### src/verilog/adc_seq_pkg.sv
// Purpose: Shared constants and decode functions for the converter sequencer
// Assumes: ref_clk is the oscillator, 100 MHz
// Notes:   Encodings follow the converter timing configuration fields
package adc_seq_pkg;

    // ------------------------------------------------------------------
    // Widths and encodings
    // ------------------------------------------------------------------
    localparam int RESULT_BITS = 10;
    localparam int CONVERT_PERIODS = 11;
    localparam int WAIT_PERIODS = 2;
    localparam logic [2:0] ACQ_TIME_RESET = 3'h0;
    localparam logic [3:0] COMPARE_TRIGGER_MODE = 4'hb;
    localparam logic [1:0] CLOCK_SEL_RC = 2'h3;
    localparam logic [9:0] SAR_FIRST_TRIAL = 10'h200;
    localparam logic [7:0] RESULT_BYTE_RESET = 8'h00;
    localparam logic [9:0] OFFSET_RESET = 10'h000;

    // ------------------------------------------------------------------
    // Timing
    // ------------------------------------------------------------------
    localparam int CLOCK_PERIOD_NS = 10;
    localparam int INSTR_CYCLE_NS = 40;
    localparam int INSTR_CYCLE_CLOCKS = (INSTR_CYCLE_NS + CLOCK_PERIOD_NS - 1) / CLOCK_PERIOD_NS;

    // Sequencer phases
    typedef enum logic [2:0] {
        SAMPLING, START_DELAY, ACQUIRE, CONVERT, POST_WAIT
    } seq_state_type;

    // Oscillator periods per conversion period for a clock-select code
    function automatic logic [6:0] tadDivide(input logic [2:0] sel);
        case (sel)
            3'h0: tadDivide = 7'd2;
            3'h4: tadDivide = 7'd4;
            3'h1: tadDivide = 7'd8;
            3'h5: tadDivide = 7'd16;
            3'h2: tadDivide = 7'd32;
            3'h6: tadDivide = 7'd64;
            default: tadDivide = 7'd2;
        endcase
    endfunction

    // Conversion periods of automatic acquisition for a time-select code
    function automatic logic [4:0] acqPeriods(input logic [2:0] sel);
        case (sel)
            3'h0: acqPeriods = 5'd0;
            3'h1: acqPeriods = 5'd2;
            3'h2: acqPeriods = 5'd4;
            3'h3: acqPeriods = 5'd6;
            3'h4: acqPeriods = 5'd8;
            3'h5: acqPeriods = 5'd12;
            3'h6: acqPeriods = 5'd16;
            default: acqPeriods = 5'd20;
        endcase
    endfunction

endpackage

### src/verilog/adc_acquisition_conversion_sequencer.sv
// Purpose: Acquisition and successive-approximation conversion sequencer
// Assumes: All inputs synchronous to ref_clk; software writes arrive as pulses
// Notes:   The analog array answers each trial code on comparatorHigh
module adc_acquisition_conversion_sequencer
    import adc_seq_pkg::*;
(
    // Clock and reset
    input wire logic ref_clk,
    input wire logic rst_n,
    // Main control
    input wire logic converterPowerOn,
    input wire logic [3:0] channelSelect,
    input wire logic startRequest,
    input wire logic abortRequest,
    input wire logic offsetCalibrationRequest,
    // Timing configuration
    input wire logic resultJustifySelect,
    input wire logic [2:0] acquisitionTimeSelect,
    input wire logic [2:0] conversionClockSelect,
    input wire logic rcTick,
    // Done flag clear
    input wire logic doneFlagClear,
    // Result register writes
    input wire logic resultHighWrite,
    input wire logic resultLowWrite,
    input wire logic [7:0] resultWriteData,
    // Compare unit trigger
    input wire logic [3:0] compareUnitModeField,
    input wire logic specialEventTrigger,
    // Port pins
    input wire logic [7:0] portPinLevel,
    input wire logic [7:0] analogPinMask,
    // Analog array
    input wire logic comparatorHigh,
    // Status
    output logic busy,
    output logic conversionDoneIrqFlag,
    output logic [7:0] resultHighByte,
    output logic [7:0] resultLowByte,
    // Analog array control
    output logic sampling,
    output logic [3:0] sampledChannel,
    output logic calibrating,
    output logic [9:0] trialCode,
    // Timer and port
    output logic eventTimerReset,
    output logic [7:0] portReadData
);
    import adc_seq_pkg::*;

    // ------------------------------------------------------------------
    // Declarations
    // ------------------------------------------------------------------
    seq_state_type state;
    seq_state_type next_state;
    logic [4:0] periodCount;
    logic [4:0] next_periodCount;
    logic [2:0] instrCount;
    logic [2:0] next_instrCount;
    logic next_busy;
    logic next_sampling;
    logic [3:0] next_sampledChannel;
    logic next_calibrating;
    logic [9:0] next_trialCode;
    logic [9:0] offset;
    logic [9:0] next_offset;
    logic next_conversionDoneIrqFlag;
    logic [7:0] next_resultHighByte;
    logic [7:0] next_resultLowByte;
    logic next_eventTimerReset;
    logic [7:0] next_portReadData;
    logic tadTick;
    logic dividerRun;
    logic triggerMode;
    logic startNow;
    logic finish;
    logic [9:0] finalCode;
    logic [9:0] corrected;
    logic [3:0] bitIndex;

    // ------------------------------------------------------------------
    // Conversion clock
    // ------------------------------------------------------------------
    // Divider only runs while a sequence is under way
    assign dividerRun = (state != SAMPLING) && (state != START_DELAY);

    tad_clock_divider u_tad_clock_divider (
        .ref_clk(ref_clk),
        .rst_n(rst_n),
        .run(dividerRun),
        .clockSelect(conversionClockSelect),
        .rcTick(rcTick),
        .tadTick(tadTick)
    );

    // ------------------------------------------------------------------
    // Start sources
    // ------------------------------------------------------------------
    // Software start or compare trigger; power must be on for either
    assign triggerMode = (compareUnitModeField == COMPARE_TRIGGER_MODE);
    assign startNow = converterPowerOn
        && (startRequest || (specialEventTrigger && triggerMode));
    assign bitIndex = 4'd9 - periodCount[3:0];
    assign finish = (state == CONVERT) && tadTick
        && (periodCount == 5'(CONVERT_PERIODS - 1));
    // Last decision folds into the code on the final period
    assign finalCode = comparatorHigh ? trialCode : (trialCode & ~10'h001);
    // Offset cancel, held at zero rather than wrapping
    assign corrected = (finalCode > offset) ? (finalCode - offset) : 10'h000;

    // ------------------------------------------------------------------
    // Sequencer
    // ------------------------------------------------------------------
    // Phase, period counting, busy, sampling and trial code
    always_comb begin
        next_state = state;
        next_periodCount = periodCount;
        next_instrCount = instrCount;
        next_busy = busy;
        next_sampling = sampling;
        next_sampledChannel = channelSelect;
        next_calibrating = calibrating;
        next_trialCode = trialCode;
        next_offset = offset;
        case (state)
            SAMPLING: begin
                next_sampling = converterPowerOn && !calibrating;
                next_busy = 1'b0;
                if (startNow) begin
                    next_busy = 1'b1;
                    next_calibrating = offsetCalibrationRequest;
                    next_periodCount = 5'd0;
                    next_instrCount = 3'd0;
                    if (acquisitionTimeSelect == ACQ_TIME_RESET) begin
                        next_sampling = 1'b0;
                        next_state = START_DELAY;
                    end else begin
                        next_sampling = !offsetCalibrationRequest;
                        next_state = ACQUIRE;
                    end
                end
            end
            START_DELAY: begin
                // One instruction cycle before the conversion clock starts
                next_instrCount = instrCount + 3'd1;
                if (instrCount == 3'(INSTR_CYCLE_CLOCKS - 1)) begin
                    next_state = CONVERT;
                    next_trialCode = SAR_FIRST_TRIAL;
                end
            end
            ACQUIRE: begin
                // Busy stays set; sampling holds its start value until the last period
                if (tadTick) begin
                    next_periodCount = periodCount + 5'd1;
                    if (periodCount == acqPeriods(acquisitionTimeSelect) - 5'd1) begin
                        next_state = CONVERT;
                        next_periodCount = 5'd0;
                        next_sampling = 1'b0;
                        next_trialCode = SAR_FIRST_TRIAL;
                    end
                end
            end
            CONVERT: begin
                if (tadTick) begin
                    next_periodCount = periodCount + 5'd1;
                    if (periodCount < 5'(RESULT_BITS)) begin
                        // Drop the trial bit when the input sits below it
                        if (!comparatorHigh) begin
                            next_trialCode[bitIndex] = 1'b0;
                        end
                        if (bitIndex != 4'd0) begin
                            next_trialCode[bitIndex - 4'd1] = 1'b1;
                        end
                    end
                    if (finish) begin
                        next_state = POST_WAIT;
                        next_periodCount = 5'd0;
                        next_busy = 1'b0;
                        if (calibrating) begin
                            next_offset = trialCode;
                        end
                    end
                end
            end
            POST_WAIT: begin
                next_busy = 1'b0;
                if (tadTick) begin
                    next_periodCount = periodCount + 5'd1;
                    if (periodCount == 5'(WAIT_PERIODS - 1)) begin
                        next_state = SAMPLING;
                        next_calibrating = 1'b0;
                        next_sampling = converterPowerOn;
                    end
                end
            end
            default: begin
                next_state = SAMPLING;
            end
        endcase
        // Clearing busy mid-sequence abandons the partial result
        if (abortRequest && (state != SAMPLING) && (state != POST_WAIT)) begin
            next_state = POST_WAIT;
            next_periodCount = 5'd0;
            next_busy = 1'b0;
            next_sampling = 1'b0;
            next_calibrating = 1'b0;
        end
        // Powering off drops the sequence outright
        if (!converterPowerOn) begin
            next_state = SAMPLING;
            next_busy = 1'b0;
            next_sampling = 1'b0;
            next_calibrating = 1'b0;
        end
    end

    // Register sequencer state; reset leaves the module off and idle
    always_ff @(posedge ref_clk or negedge rst_n) begin
        if (!rst_n) begin
            state <= SAMPLING;
            periodCount <= 5'd0;
            instrCount <= 3'd0;
            busy <= 1'b0;
            sampling <= 1'b0;
            sampledChannel <= 4'h0;
            calibrating <= 1'b0;
            trialCode <= 10'h000;
            offset <= OFFSET_RESET;
        end else begin
            state <= next_state;
            periodCount <= next_periodCount;
            instrCount <= next_instrCount;
            busy <= next_busy;
            sampling <= next_sampling;
            sampledChannel <= next_sampledChannel;
            calibrating <= next_calibrating;
            trialCode <= next_trialCode;
            offset <= next_offset;
        end
    end

    // ------------------------------------------------------------------
    // Result, flag, timer and port
    // ------------------------------------------------------------------
    // Result pair, done flag with set over clear, timer reset, port masking
    always_comb begin
        next_resultHighByte = resultHighByte;
        next_resultLowByte = resultLowByte;
        if (resultHighWrite) begin
            next_resultHighByte = resultWriteData;
        end
        if (resultLowWrite) begin
            next_resultLowByte = resultWriteData;
        end
        if (finish && !calibrating && !abortRequest) begin
            if (resultJustifySelect) begin
                next_resultHighByte = {6'h00, corrected[9:8]};
                next_resultLowByte = corrected[7:0];
            end else begin
                next_resultHighByte = corrected[9:2];
                next_resultLowByte = {corrected[1:0], 6'h00};
            end
        end
        next_conversionDoneIrqFlag = conversionDoneIrqFlag && !doneFlagClear;
        if (finish && !abortRequest && converterPowerOn) begin
            next_conversionDoneIrqFlag = 1'b1;
        end
        next_eventTimerReset = specialEventTrigger && triggerMode;
        next_portReadData = portPinLevel & ~analogPinMask;
    end

    // Register result and side outputs; result pair clears at reset
    always_ff @(posedge ref_clk or negedge rst_n) begin
        if (!rst_n) begin
            resultHighByte <= RESULT_BYTE_RESET;
            resultLowByte <= RESULT_BYTE_RESET;
            conversionDoneIrqFlag <= 1'b0;
            eventTimerReset <= 1'b0;
            portReadData <= 8'h00;
        end else begin
            resultHighByte <= next_resultHighByte;
            resultLowByte <= next_resultLowByte;
            conversionDoneIrqFlag <= next_conversionDoneIrqFlag;
            eventTimerReset <= next_eventTimerReset;
            portReadData <= next_portReadData;
        end
    end

endmodule // adc_acquisition_conversion_sequencer

### src/verilog/tad_clock_divider.sv
// Purpose: One-cycle enable per conversion period
// Assumes: rcTick is a synchronous pulse from the converter RC oscillator
// Notes:   Counter restarts whenever run is low, so the first period is whole except with the RC source
module tad_clock_divider
    import adc_seq_pkg::*;
(
    // Clock and reset
    input wire logic ref_clk,
    input wire logic rst_n,
    // Control
    input wire logic run,
    input wire logic [2:0] clockSelect,
    input wire logic rcTick,
    // Period enable
    output logic tadTick
);
    import adc_seq_pkg::*;

    logic [6:0] count;
    logic [6:0] next_count;
    logic next_tadTick;

    // ------------------------------------------------------------------
    // Divider
    // ------------------------------------------------------------------
    // Divided oscillator or RC source picks the period
    always_comb begin
        next_count = count;
        next_tadTick = 1'b0;
        if (!run) begin
            next_count = 7'd0;
        end else if (clockSelect[1:0] == CLOCK_SEL_RC) begin
            next_tadTick = rcTick;
        end else if (count == tadDivide(clockSelect) - 7'd1) begin
            next_count = 7'd0;
            next_tadTick = 1'b1;
        end else begin
            next_count = count + 7'd1;
        end
    end

    // Register divider state
    always_ff @(posedge ref_clk or negedge rst_n) begin
        if (!rst_n) begin
            count <= 7'd0;
            tadTick <= 1'b0;
        end else begin
            count <= next_count;
            tadTick <= next_tadTick;
        end
    end

endmodule // tad_clock_divider
### config.mk
export PLATFORM = sky130hd
export DESIGN_NAME = adc_acquisition_conversion_sequencer
export DESIGN_NICKNAME = d
export VERILOG_FILES = /design/src/verilog/adc_seq_pkg.sv /design/src/verilog/adc_acquisition_conversion_sequencer.sv /design/src/verilog/tad_clock_divider.sv
export SDC_FILE = /design/constraint.sdc
export NUM_CORES = 1
export LEC_CHECK = 0
export BUFFER_PORTS_ARGS = -buffer_cell sky130_fd_sc_hd__buf_2
export CAP_MARGIN = 20
export CORE_MARGIN = 2
export CORE_UTILIZATION = 44
export DETAILED_ROUTE_END_ITERATION = 10
export PLACE_DENSITY_LB_ADDON = 0.08
export SYNTH_ARGS = -nofsm -noshare
export SYNTH_HDL_FRONTEND = slang
export SYNTH_SLANG_ARGS = --single-unit
### constraint.sdc
create_clock -name ref_clk -period 2.8 [get_ports ref_clk]
set_input_delay 0.56 -clock ref_clk [delete_from_list [all_inputs] [get_ports ref_clk]]
set_output_delay 0.56 -clock ref_clk [all_outputs]
set_load 0.01 [all_outputs]
==> impl_metrics.xml <==
<?xml version="1.0" encoding="UTF-8"?>
<metrics>
  <group name="run_status">
    <metric name="run_status" unit="">completed</metric>
  </group>
  <group name="floorplanning">
    <metric name="core_area" unit="sq mm">0.0102</metric>
    <metric name="dieArea" unit="sq mm">0.0113</metric>
    <metric name="io_pins" unit="">94</metric>
    <metric name="fp.dieW" unit="um">106</metric>
    <metric name="placementRows" unit="">37</metric>
    <metric name="initial_core_util" unit="">0.450</metric>
    <metric name="die_y" unit="um">106</metric>
  </group>
  <group name="synth">
    <metric name="syn_nets" unit="">580</metric>
    <metric name="post_synthesis_sequential_area_ratio" unit="">0.391</metric>
    <metric name="synth-edff-count" unit="">0</metric>
    <metric name="post_synth_top_flop" unit="">sky130_fd_sc_hd__dfrtp_1</metric>
    <metric name="synth.cell_area" unit="sq mm">0.00461</metric>
    <metric name="syn-instance-count" unit="">502</metric>
    <metric name="synth_area_per_inst" unit="sq um">9.17</metric>
    <metric name="yosysWarningCount" unit="">0</metric>
    <metric name="yosys_cell_types" unit="">74</metric>
    <metric name="synth-seq-cells" unit="">72</metric>
    <metric name="async_set_reset_flop_share_out_of_synthesis" unit="">1.00</metric>
  </group>
  <group name="global_routing">
    <metric name="grt_pass1_wl" unit="mm">18.8</metric>
    <metric name="antenna_found_initial" unit="">0</metric>
    <metric name="grt_use_total" unit="">0.207</metric>
    <metric name="number_of_global_route_vias_before_repair" unit="">3902</metric>
    <metric name="globalRoute.totalOverflow" unit="">0</metric>
    <metric name="grt_start_max_net_pins" unit="">73</metric>
  </group>
  <group name="timing">
    <metric name="setup-violations-final" unit="">0</metric>
    <metric name="clock_skew" unit="ns">0.0107</metric>
    <metric name="final.period_utilization" unit="">0.923</metric>
    <metric name="hold_viol" unit="">0</metric>
    <metric name="setup_repair_after_global_routing_missed_its_margin" unit="">no</metric>
    <metric name="final_max_slew_viol_count" unit="">0</metric>
    <metric name="layout_min_cycle_time" unit="ns">2.59</metric>
    <metric name="totalNegativeSetupSlack" unit="ns">0</metric>
    <metric name="worstMarginPinSlew" unit="ns">0.927</metric>
    <metric name="max_clock_freq" unit="MHz">387</metric>
    <metric name="max-slew-margin-rel" unit="">0.382</metric>
  </group>
  <group name="worst_setup_path">
    <metric name="critPathTopFamily" unit="">compound AO/OA/AOI/OAI gates</metric>
    <metric name="critPathSlowestCell" unit="">sky130_fd_sc_hd__dfrtp_1</metric>
    <metric name="ff2ff_setup_slack" unit="ns">0.21</metric>
    <metric name="wp_data_arrival" unit="ns">2.81</metric>
    <metric name="timing_worst_setup_path_type" unit="">reg2reg</metric>
    <metric name="worst-endpoint-required" unit="ns">3.02</metric>
    <metric name="critical_path_buf_inv_count" unit="">2</metric>
    <metric name="worstPathCellList" unit="">nand2_1, ha_1, inv_1, fa_1, a21o_1, a221o_1, a221oi_4, buf_4, nor4_4, a21boi_1, o22ai_1</metric>
    <metric name="timing.critical_path.fanout_max" unit="">6</metric>
    <metric name="startpoint_type_of_the_worst_setup_path" unit="">register</metric>
    <metric name="critPathMaxStageDelay" unit="ns">0.42</metric>
    <metric name="setup.worst_path.end_class" unit="">register</metric>
  </group>
  <group name="layout">
    <metric name="layout-drive-gt1-share" unit="">0.243</metric>
    <metric name="finish.utilization" unit="">0.534</metric>
    <metric name="antenna_cells" unit="">0</metric>
    <metric name="final_net_count" unit="">680</metric>
    <metric name="nFillCells" unit="">967</metric>
    <metric name="area_of_the_multi_input_gates" unit="sq mm">0.00260</metric>
    <metric name="area_delta_synth_final" unit="%">18.6</metric>
    <metric name="regArea" unit="sq mm">0.00180</metric>
  </group>
  <group name="power">
    <metric name="power.sequential.fraction" unit="">0.341</metric>
    <metric name="power.share.combinational" unit="">0.461</metric>
    <metric name="total_switching_power" unit="uW">1770</metric>
    <metric name="clock_power_share" unit="">0.198</metric>
    <metric name="p_per_area" unit="mW/mm^2">768</metric>
    <metric name="internal-power" unit="uW">2430</metric>
    <metric name="switching_share" unit="">0.421</metric>
    <metric name="cellLeakagePower" unit="uW">0.00252</metric>
    <metric name="irDropWorstVdd" unit="mV">0.287</metric>
  </group>
  <group name="worst_hold_path">
    <metric name="worst_min_path_class" unit="">in2reg</metric>
  </group>
  <group name="placed_design">
    <metric name="hpwl" unit="mm">8.29</metric>
    <metric name="io_buffer_count" unit="">93</metric>
    <metric name="gp_routability_congestion" unit="">0.910</metric>
  </group>
  <group name="detailed_routing">
    <metric name="firstDrtPassIters" unit="">5</metric>
    <metric name="drt-vias-per-instance" unit="">5.56</metric>
    <metric name="initialDrtViolationCount" unit="">217</metric>
    <metric name="drt_drc_violations_left" unit="">0</metric>
    <metric name="drtAntennaViolNets" unit="">0</metric>
    <metric name="detailroute.via_count" unit="">4128</metric>
    <metric name="post_drt_wl_per_cell" unit="um">15.2</metric>
    <metric name="postRouteWirelength" unit="mm">11.3</metric>
  </group>
  <group name="cts">
    <metric name="tritoncts" unit="">built</metric>
    <metric name="clock_pin_transition_on_the_worst_setup_and_hold_timing_paths" unit="ns">0.08</metric>
    <metric name="cts_made_buffers" unit="">9</metric>
    <metric name="post-cts-setup-buffer-count" unit="">0</metric>
    <metric name="root_buffer" unit="">sky130_fd_sc_hd__clkbuf_8</metric>
    <metric name="worst_skew_pair.late_latency" unit="ns">0.35</metric>
    <metric name="clk_path_buf_depth" unit="">2</metric>
    <metric name="clkSinkCount" unit="">72</metric>
    <metric name="postCtsHoldBufs" unit="">0</metric>
    <metric name="post_cts_resized" unit="">0</metric>
    <metric name="ctsHtreeMaxLevel" unit="">3</metric>
  </group>
  <group name="flow_run">
    <metric name="number_of_max_capacitance_violations_reported" unit="">0</metric>
  </group>
</metrics>
## final timing paths
check / depth (start not counted) / from / endpoint
setup / recovery: 11 / trialCode[0] / resultLowByte[7]
hold / removal: 1 / channelSelect[2] / sampledChannel[2]
setup reg to reg: 11 / trialCode[0] / resultLowByte[7]
hold reg to reg: 1 / busy / busy
max in group asynchronous: 1 / rst_n / periodCount[0]
min in group asynchronous: 1 / rst_n / trialCode[5]
## flip-flops by register name, indices dropped and copies added (netlist names)
signal and count:
resultLowByte 8, portReadData 8, resultHighByte 8, state 3
sampling 1, instrCount 3, eventTimerReset 1, periodCount 5
busy 1, sampledChannel 4, offset 10, u_tad_clock_divider.tadTick 1
calibrating 1, trialCode 10, conversionDoneIrqFlag 1, u_tad_clock_divider.count 7
## metrics by stage
stage               area, sq um  std cells  power, uW  hold slack, ns  worst slack, ns
floorplan                  4610        502       2770           0.264            0.189
global placement           5270        727       3360           0.460           0.0149
detailed placement         5270        727       3370           0.474          -0.0218
CTS                        5460        742       4230           0.286            0.213
global route               5460        742       4550           0.281           0.0335
finish                     5460        742       4200           0.310            0.215
## cell usage after synthesis, drive strengths merged (4+ instances only)
master	number	area [sq um]
a21o	8	60.1
a21oi	36	180
a31oi	6	37.5
a32o	5	50.1
and2	6	37.5
and3	6	38.8
buf	10	51.3
clkbuf	9	36.3
dfrtp	72	1800
ha	26	325
inv	31	116
mux2	11	124
mux2i	7	70.1
nand2	53	199
nand2b	5	31.3
nand3	16	85.1
nor2	28	108
nor2b	13	81.3
nor3	12	65.1
nor3b	5	37.5
nor4	5	61.3
o21ai	44	220
o22ai	4	25.0
o31ai	4	30.0
xnor2	11	96.3
xor2	12	105
## cells by family (layout without fill, tap and decap cells)
kind of cell | Yosys count | after routing | synth area share
simple gates | 168 | 168 | 0.198
buf+inv | 50 | 154 | 0.0443
mux | 18 | 18 | 0.0421
fa+ha+maj | 27 | 27 | 0.0750
xor+xnor | 23 | 23 | 0.0437
flops | 72 | 72 | 0.391
compound gates | 144 | 144 | 0.206
## metal layers
metal / part of all wire / vias to the layer above / global-route usage
li1: - / 2008 / -
met1: 0.45 / 1998 / 0.276
met2: 0.48 / 110 / 0.338
met3: 0.053 / 12 / 0.0448
met4: 0.014 / 0 / 0.0648
met5: 0 / - / 0
## power groups by stage
| stage | Combinational [uW] | Sequential (uW) | Clock, uW |
|---|---|---|---|
| after floorplan | 1330 | 1440 | 0 |
| after global placement | 1910 | 1450 | 0 |
| after detailed placement | 1920 | 1450 | 0 |
| after CTS | 1930 | 1440 | 862 |
| after global routing | 2170 | 1460 | 909 |
| final | 1930 | 1430 | 831 |
## cell type report
type	instances	share of cell area
multi-input combinational	380	0.476
sequential	72	0.330
timing repair buffer	108	0.106
tap	136	0.0311
clock buffer	10	0.0252
inverter	31	0.0213
clock inverter	5	0.0105
## placed cells by master (no fill, tap or decap), types with 12 or more instances in the layout
cell type                 synthesis  routed
sky130_fd_sc_hd__nand3_1         15      15
sky130_fd_sc_hd__xor2_1          12      12
sky130_fd_sc_hd__nor2b_1         13      13
sky130_fd_sc_hd__inv_1           31      31
sky130_fd_sc_hd__dfrtp_1         72      72
sky130_fd_sc_hd__nor2_1          27      27
sky130_fd_sc_hd__buf_4            1      16
sky130_fd_sc_hd__nand2_1         53      53
sky130_fd_sc_hd__buf_2            8      92
sky130_fd_sc_hd__a21oi_1         36      36
sky130_fd_sc_hd__ha_1            26      26
sky130_fd_sc_hd__o21ai_0         44      44
Note: power is estimated with default switching activity, not from simulation.
